[src/logic/oam_params.svh]
// timing figures and mode encodings for the operand address mode unit
`ifndef OAM_PARAMS_SVH
`define OAM_PARAMS_SVH

`define OAM_CLK_NS 50

// addressing mode codes (3-bit mode field)
`define OAM_MODE_REG 3'h0
`define OAM_MODE_REGDEF 3'h1
`define OAM_MODE_AUTOINC 3'h2
`define OAM_MODE_AUTOINC_DEF 3'h3
`define OAM_MODE_AUTODEC 3'h4
`define OAM_MODE_AUTODEC_DEF 3'h5
`define OAM_MODE_INDEX 3'h6
`define OAM_MODE_INDEX_DEF 3'h7

// register numbers with special behaviour
`define OAM_SP_REG 3'h6
`define OAM_PC_REG 3'h7

// instruction field positions
`define OAM_BYTE_BIT 15
`define OAM_SRC_LSB 6
`define OAM_DST_LSB 0

// step sizes
`define OAM_WORD_STEP 16'h0002
`define OAM_BYTE_STEP 16'h0001

// operand access times in ns
`define OAM_SRC_T1_NS 1500
`define OAM_SRC_T2_NS 2700
`define OAM_SRC_T3_NS 3900
`define OAM_DST_SAVE_NS 100
`define OAM_NOWB_SAVE_NS 500
`define OAM_ODD_BYTE_NS 600

`endif

[src/logic/oam_pkg.sv]
// types for the operand address mode unit
package oam_pkg;
    typedef enum logic [1:0] {
        OAM_IDLE = 2'b00,
        OAM_EXT = 2'b01,
        OAM_PTR = 2'b11,
        OAM_WAIT = 2'b10
    } oam_state_e;
endpackage

[src/logic/oam_operand_address_mode_unit.sv]
// operand address generation for one source or destination field
//
// Function
// [RQ1] mode 000 operand is the register; mode 001 register holds operand address
// [RQ2] mode 010 register is the address, then register steps up
// [RQ3] mode 100 register steps down first, new value is the address
// [RQ4] mode 110 fetch offset word, add register, neither changes
// [RQ5] mode 011 read pointer at register, then register plus two always
// [RQ6] mode 101 register minus two always, then read pointer there
// [RQ7] mode 111 offset plus register addresses a pointer word, nothing changes
// [RQ8] index with register seven adds extension word to updated program counter
// [RQ9] index deferred with register seven: counter plus word addresses pointer
// [RQ10] stack pointer auto steps are always two, even for bytes
// [RQ11] opcode bit 15 set marks a byte instruction
// [RQ12] execution time is basic time plus source and destination access time
// [RQ13] source access times 0, 1.5, 2.7, 3.9 us by mode
// [RQ14] destination 0.1 us less; compare and test save 0.5 us more
// [RQ15] byte operand at odd address adds 0.6 us
// [RQ16] every program counter word fetch advances it by two
// [RQ17] immediate is autoincrement on the program counter
// [RQ18] absolute is autoincrement deferred on the program counter
// [RQ19] relative modes add the counter value after the offset fetch
`timescale 1ns/1ns
`include "oam_params.svh"

module oam_operand_address_mode_unit
    import oam_pkg::*;
#(
    parameter int DATA_W = 16,
    parameter int CNT_W = 8
) (
    input wire logic clk,
    input wire logic rst,
    input wire logic start,
    input wire logic [DATA_W-1:0] instr,
    input wire logic isDest,
    input wire logic noWriteback,
    input wire logic regWe,
    input wire logic [2:0] regWsel,
    input wire logic [DATA_W-1:0] regWdata,
    input wire logic [2:0] rdSel,
    output logic [DATA_W-1:0] rdData,
    output logic memReq,
    output logic [DATA_W-1:0] memAddr,
    input wire logic memAck,
    input wire logic [DATA_W-1:0] memRdata,
    output logic busy,
    output logic done,
    output logic byteOp,
    output logic operandIsReg,
    output logic [2:0] operandReg,
    output logic [DATA_W-1:0] operandAddr,
    output logic [CNT_W-1:0] accessCycles
);

    oam_state_e state;
    logic [2:0] mode;
    logic [CNT_W-1:0] cycleCount;
    logic [DATA_W-1:0] regs [0:7];
    logic isDestLatched;
    logic noWbLatched;

    // least times, so round up to whole cycles
    function automatic logic [CNT_W-1:0] nsToCycles(input int ns);
        int c;
        c = (ns + `OAM_CLK_NS - 1) / `OAM_CLK_NS;
        return CNT_W'(c);
    endfunction

    function automatic int accessNs(input logic [2:0] m, input logic dst, input logic noWb, input logic oddByte);
        int ns;
        case (m)
            `OAM_MODE_REG: ns = 0;
            `OAM_MODE_REGDEF: ns = `OAM_SRC_T1_NS;
            `OAM_MODE_AUTOINC: ns = `OAM_SRC_T1_NS;
            `OAM_MODE_AUTODEC: ns = `OAM_SRC_T1_NS;
            `OAM_MODE_AUTOINC_DEF: ns = `OAM_SRC_T2_NS;
            `OAM_MODE_AUTODEC_DEF: ns = `OAM_SRC_T2_NS;
            `OAM_MODE_INDEX: ns = `OAM_SRC_T2_NS;
            `OAM_MODE_INDEX_DEF: ns = `OAM_SRC_T3_NS;
            default: ns = `OAM_SRC_T3_NS;
        endcase // [RQ13]
        if (dst && ns != 0) begin
            ns = ns - `OAM_DST_SAVE_NS; // [RQ14]
            if (noWb) begin
                ns = ns - `OAM_NOWB_SAVE_NS; // [RQ14]
            end
        end
        if (oddByte) begin
            ns = ns + `OAM_ODD_BYTE_NS; // [RQ15]
        end
        return ns;
    endfunction

    logic [2:0] fieldMode;
    logic [2:0] fieldReg;
    logic isByte;
    logic [DATA_W-1:0] selVal;
    logic [DATA_W-1:0] pcVal;
    logic [DATA_W-1:0] step;
    logic [DATA_W-1:0] extSum;
    logic [CNT_W-1:0] budget;
    logic take;

    // six-bit mode and register field of the chosen operand
    function automatic logic [5:0] fieldOf(input logic [DATA_W-1:0] word, input logic dst);
        if (dst) begin
            return word[`OAM_DST_LSB+5:`OAM_DST_LSB];
        end
        return word[`OAM_SRC_LSB+5:`OAM_SRC_LSB];
    endfunction

    always_comb begin
        {fieldMode, fieldReg} = fieldOf(instr, isDest);
        isByte = instr[`OAM_BYTE_BIT]; // [RQ11]
        // take only while idle; a start while busy is dropped
        take = start && state == OAM_IDLE;
        selVal = regs[fieldReg];
        pcVal = regs[`OAM_PC_REG];
        // stack pointer and program counter never take odd steps
        if (isByte && fieldReg != `OAM_SP_REG && fieldReg != `OAM_PC_REG) begin
            step = `OAM_BYTE_STEP;
        end else begin
            step = `OAM_WORD_STEP; // [RQ10] [RQ16]
        end
        // the counter was already advanced past the offset word here
        extSum = DATA_W'(regs[operandReg] + memRdata); // [RQ8] [RQ9] [RQ19]
        budget = nsToCycles(accessNs(mode, isDestLatched, noWbLatched,
                                     byteOp && operandAddr[0] && mode != `OAM_MODE_REG));
    end

    // operand descriptor latched at take, stands until the next take
    always_ff @(posedge clk) begin
        if (rst) begin
            mode <= `OAM_MODE_REG;
            operandReg <= 3'h0;
            byteOp <= 1'b0;
            isDestLatched <= 1'b0;
            noWbLatched <= 1'b0;
            operandIsReg <= 1'b0;
        end else if (take) begin
            mode <= fieldMode;
            operandReg <= fieldReg;
            byteOp <= isByte; // [RQ11]
            isDestLatched <= isDest;
            noWbLatched <= noWriteback;
            operandIsReg <= (fieldMode == `OAM_MODE_REG); // [RQ1]
        end
    end

    // completion: done pulses once, busy covers take to done
    always_ff @(posedge clk) begin
        if (rst) begin
            busy <= 1'b0;
            done <= 1'b0;
            accessCycles <= '0;
        end else begin
            done <= 1'b0;
            if (take) begin
                busy <= 1'b1;
            end
            if (state == OAM_WAIT && cycleCount >= budget) begin
                accessCycles <= cycleCount; // [RQ12]
                done <= 1'b1;
                busy <= 1'b0;
            end
        end
    end

    // sequencing and register updates share one process: the array has one writer
    always_ff @(posedge clk) begin
        if (rst) begin
            state <= OAM_IDLE;
            operandAddr <= '0;
            memReq <= 1'b0;
            memAddr <= '0;
            for (int i = 0; i < 8; i++) begin
                regs[i] <= '0;
            end
        end else begin
            case (state)
                OAM_IDLE: begin
                    // outside writes only while idle; the unit's own update wins a tie
                    if (regWe) begin
                        regs[regWsel] <= regWdata;
                    end
                    if (take) begin
                        case (fieldMode)
                            `OAM_MODE_REG: begin
                                // operand is the register itself, no address
                                state <= OAM_WAIT; // [RQ1]
                            end

                            `OAM_MODE_REGDEF: begin
                                // register already holds the address
                                operandAddr <= selVal; // [RQ1]
                                state <= OAM_WAIT;
                            end

                            `OAM_MODE_AUTOINC: begin
                                // immediate when the register is the counter
                                operandAddr <= selVal; // [RQ2] [RQ17]
                                regs[fieldReg] <= DATA_W'(selVal + step); // [RQ2] [RQ10] [RQ16]
                                state <= OAM_WAIT;
                            end

                            `OAM_MODE_AUTODEC: begin
                                // decrement lands before the address is used
                                operandAddr <= DATA_W'(selVal - step); // [RQ3]
                                regs[fieldReg] <= DATA_W'(selVal - step); // [RQ3] [RQ10]
                                state <= OAM_WAIT;
                            end

                            `OAM_MODE_AUTOINC_DEF: begin
                                // absolute when the register is the counter
                                memReq <= 1'b1;
                                memAddr <= selVal; // [RQ5] [RQ18]
                                regs[fieldReg] <= DATA_W'(selVal + `OAM_WORD_STEP); // [RQ5]
                                state <= OAM_PTR;
                            end

                            `OAM_MODE_AUTODEC_DEF: begin
                                // step is a word even for byte operands
                                memReq <= 1'b1;
                                memAddr <= DATA_W'(selVal - `OAM_WORD_STEP); // [RQ6]
                                regs[fieldReg] <= DATA_W'(selVal - `OAM_WORD_STEP); // [RQ6]
                                state <= OAM_PTR;
                            end

                            `OAM_MODE_INDEX, `OAM_MODE_INDEX_DEF: begin
                                // index modes: offset word follows the instruction
                                memReq <= 1'b1;
                                memAddr <= pcVal; // [RQ4] [RQ7]
                                regs[`OAM_PC_REG] <= DATA_W'(pcVal + `OAM_WORD_STEP); // [RQ16]
                                state <= OAM_EXT;
                            end

                            default: begin
                                // unreachable: all eight codes decoded above
                                state <= OAM_WAIT;
                            end
                        endcase
                    end
                end

                OAM_EXT: begin
                    // offset word arrives in the acknowledge cycle
                    if (memAck) begin
                        if (mode == `OAM_MODE_INDEX_DEF) begin
                            // request stays up: pointer read follows back to back
                            memAddr <= extSum; // [RQ7] [RQ9]
                            state <= OAM_PTR;
                        end else begin
                            memReq <= 1'b0;
                            operandAddr <= extSum; // [RQ4] [RQ8]
                            state <= OAM_WAIT;
                        end
                    end
                end

                OAM_PTR: begin
                    // pointer word holds the operand address
                    if (memAck) begin
                        memReq <= 1'b0;
                        operandAddr <= memRdata; // [RQ5] [RQ6] [RQ7]
                        state <= OAM_WAIT;
                    end
                end

                OAM_WAIT: begin
                    // stretch to the mode's access time so execution time adds up
                    if (cycleCount >= budget) begin
                        state <= OAM_IDLE; // [RQ12]
                    end
                end

                default: begin
                    state <= OAM_IDLE;
                end
            endcase
        end
    end

    // cycles since start; saturates so a stuck memory cannot wrap the budget check
    always_ff @(posedge clk) begin
        if (rst || state == OAM_IDLE) begin
            cycleCount <= '0;
        end else if (cycleCount != {CNT_W{1'b1}}) begin
            cycleCount <= CNT_W'(cycleCount + 1'b1); // [RQ13]
        end
    end

    // registered read port, one cycle behind rdSel
    always_ff @(posedge clk) begin
        if (rst) begin
            rdData <= '0;
        end else begin
            rdData <= regs[rdSel];
        end
    end

endmodule // oam_operand_address_mode_unit

[config.mk]
export PLATFORM = sky130hd
export DESIGN_NAME = oam_operand_address_mode_unit
export DESIGN_NICKNAME = d
export VERILOG_FILES = /design/src/logic/oam_pkg.sv /design/src/logic/oam_operand_address_mode_unit.sv
export VERILOG_INCLUDE_DIRS = /design/src /design/src/logic
export SDC_FILE = /design/constraint.sdc
export NUM_CORES = 1
export LEC_CHECK = 0
export ABC_AREA = 1
export BUFFER_PORTS_ARGS = -buffer_cell sky130_fd_sc_hd__buf_2
export CORE_UTILIZATION = 50
export DETAILED_ROUTE_END_ITERATION = 10
export HOLD_SLACK_MARGIN = 0.1
export PLACE_DENSITY = 0.66
export SYNTH_ARGS = -nofsm -noshare
export SYNTH_HDL_FRONTEND = slang
export SYNTH_SLANG_ARGS = --single-unit
[constraint.sdc]
create_clock -name clk -period 29.5 [get_ports clk]
set_input_delay 2.95 -clock clk [delete_from_list [all_inputs] [get_ports clk]]
set_output_delay 2.95 -clock clk [all_outputs]
set_load 0.02 [all_outputs]
==> results.sh <==
export IMPL_hold_path_class="reg -> reg"
export IMPL_gp_congestion=0.953
export IMPL_final_cell_mix="nand2_1 (647), o21ai_0 (398), inv_1 (394)"
export IMPL_tns_ns=0
export IMPL_worstSetupStartpointType="register"
export IMPL_worstSetupPathType="reg -> reg"
export IMPL_fin_skew_ns=0.0290
export IMPL_numCtsBuffers=24
export IMPL_initial_core_util=0.506
export IMPL_row_count=79
export IMPL_clk_insertion_delay_late_ns=0.58
export IMPL_antenna_found_initial=0
export IMPL_netlist_area_um2=23600
export IMPL_post_cts_resized=0
export IMPL_synth_nets=3676
export IMPL_fp_dieW_um=219
export IMPL_grt_remaining_overflow=0
export IMPL_drive_gt1_frac=0.177
export IMPL_hold_buffers=0
export IMPL_hold_viol=0
export IMPL_synth_area_leader_cell="edfxtp_1"
export IMPL_vias=25503
export IMPL_synth_area_leaders="edfxtp_1 (16%), nand2_1 (10%), o21ai_0 (8.4%)"
export IMPL_cts_tree="done"
export IMPL_final_common_cell="nand2_1"
export IMPL_fin_hold_ws_ns=0.467
export IMPL_antenna_left=0
export IMPL_fin_util=0.545
export IMPL_die_area_um2=48000
export IMPL_cts_htree_levels=1
export IMPL_synth_top_area_share=0.163
export IMPL_grt_setup_unrepaired="false"
export IMPL_worstHoldPathCells=2
export IMPL_grt_use_total=0.338
export IMPL_r2r_cells=129
export IMPL_syn_inst=3567
export IMPL_numPortBuffers=121
export IMPL_fin_crit_ns=18.38
export IMPL_ios=125
export IMPL_outcome="completed"
export IMPL_grt_max_degree=80
export IMPL_slew_violations=0
export IMPL_r2r_slack_ns=11.12
export IMPL_avgSynthCellArea_um2=6.61
export IMPL_post_cts_setup_buffers=0
export IMPL_drt_first_pass_iters=6
export IMPL_yosys_warnings=0
export IMPL_clock_root_buffer="clkbuf_16"
export IMPL_nets=3717
export IMPL_setup_violations=0
export IMPL_hold_path_end="operandAddr[5]"
export IMPL_fmax_mhz=54.4
export IMPL_wl_mm=83.0
export IMPL_fin_crit_sh=0.623
export IMPL_die_y_um=219
export IMPL_cpMostUsedCell="nand2_1"
export IMPL_grt_pass1_wl_mm=127
export IMPL_diodes=0
export IMPL_ys_types=84
export IMPL_grt_pass1_vias=23628
export IMPL_worst_r2r_endpoint="accessCycles[7]"
export IMPL_routed_via_density=6.03
export IMPL_core_area_um2=46600
export IMPL_dp_hpwl_mm=59.3
export IMPL_cts_sinks=216
export IMPL_arrival_ns=18.81
export IMPL_path_max_fanout=25
export IMPL_synth_seq_cells=216
export IMPL_max_cap_violations=0
export IMPL_synth_edff_count=128
export IMPL_drt_iter0_drc=2622
export IMPL_crit_slowest_cell="dfxtp_1"
export IMPL_synth_flop_cell="edfxtp_1"
export IMPL_cts_buffer_depth=3
export IMPL_drc=0
export IMPL_min_from="operandAddr[5]"
export IMPL_clkTransAtPathRegs_ns=0.06
export IMPL_synthArstFlopShare=0
export IMPL_maxSlewHeadroom=0.125
export IMPL_yosysSeqAreaShare=0.238
export IMPL_wl_per_cell_um=19.6
export IMPL_tightest_slew_ns=1.31
export IMPL_slowest_delay_ns=0.41
export IMPL_worstPathRequired_ns=29.93
export IMPL_area_growth_pct=7.59
export IMPL_endpoint_kind="register"
through the flow:
step                      setup WS [ns]  cell area [um^2]  std cells
after global placement            11.65             24500       4189
after global routing               9.09             25400       4232
final                             11.12             25400       4232
after floorplan                   14.64             23600       3567
after CTS                         11.19             25400       4232
after detailed placement          11.26             24500       4189
synth_stat cells, types with 7 or more instances:
cell,instances
clkinv_1,16
inv_4,7
o21ai_0,398
nor3_1,40
a21oi_2,11
xor2_1,53
nand3b_1,12
nand2_1,647
nor2_1,269
buf_6,9
nand2_2,158
ha_1,45
nor2_4,21
o211ai_1,82
nand3_1,312
dfxtp_1,88
clkbuf_1,112
a221oi_1,12
nand3_2,38
xnor2_1,21
or2_2,13
o22ai_1,61
a21oi_1,203
a31oi_1,48
inv_2,50
nand2_4,50
nand2_8,8
nand3_4,10
buf_1,8
edfxtp_1,128
nand4_1,69
o21ai_1,25
inv_1,395
nor2_2,22
routing by layer:
metal | wire, um | part of all wire | global-route usage
met1 | 32000 | 0.38 | 0.404
met2 | 39000 | 0.47 | 0.576
met3 | 6790 | 0.082 | 0.0409
met4 | 5340 | 0.064 | 0.210
met5 | 0 | 0 | 0
logic make-up after synthesis:
logic type,count (synthesis),share of synthesized area
xor+xnor,81,0.0328
simple gates,1700,0.373
buf+inv,621,0.110
compound gates,901,0.220
flops,216,0.238
fa+ha+maj,48,0.0264
area by class of cell:
cell class	instances	area, um^2
clock buffers	31	698
flip-flops and latches	216	5610
inverters	476	1860
fillers	4613	21200
multi-input cells	2730	15400
clock inverters	12	150
well taps	607	759
repair buffers	160	898
registers in the layout, indices dropped and copies added, names as in the netlist, named ones only:
name	cells
accessCycles	8
busy	1
byteOp	1
cycleCount	8
done	1
isDestLatched	1
memAddr	16
memReq	1
mode	3
noWbLatched	1
operandAddr	16
operandIsReg	1
operandReg	3
rdData	16
regs	128
state	2
critical path: cells and delay by family, from the launching register on:
kind / cells / cell delay, ns
and+or+nand+nor: 99 / 12.37
AOI/OAI and AO/OA: 15 / 2.71
adders and majority gates: 5 / 1.28
buffers and inverters: 9 / 1.16
DFF: 1 / 0.41
xor gates and xnor gates: 1 / 0.23
how the worst max path moves through the flow:
stage             start         endpoint
6_report       register  accessCycles[7]
5_1_grt        register  accessCycles[3]
4_1_cts        register  accessCycles[7]
3_5_place_dp   register  accessCycles[0]
3_3_place_gp   register  accessCycles[3]
2_1_floorplan  register  accessCycles[0]
Power is not shown: default switching activity piles up to over one toggle a cycle in this logic, so the estimate is an artifact.
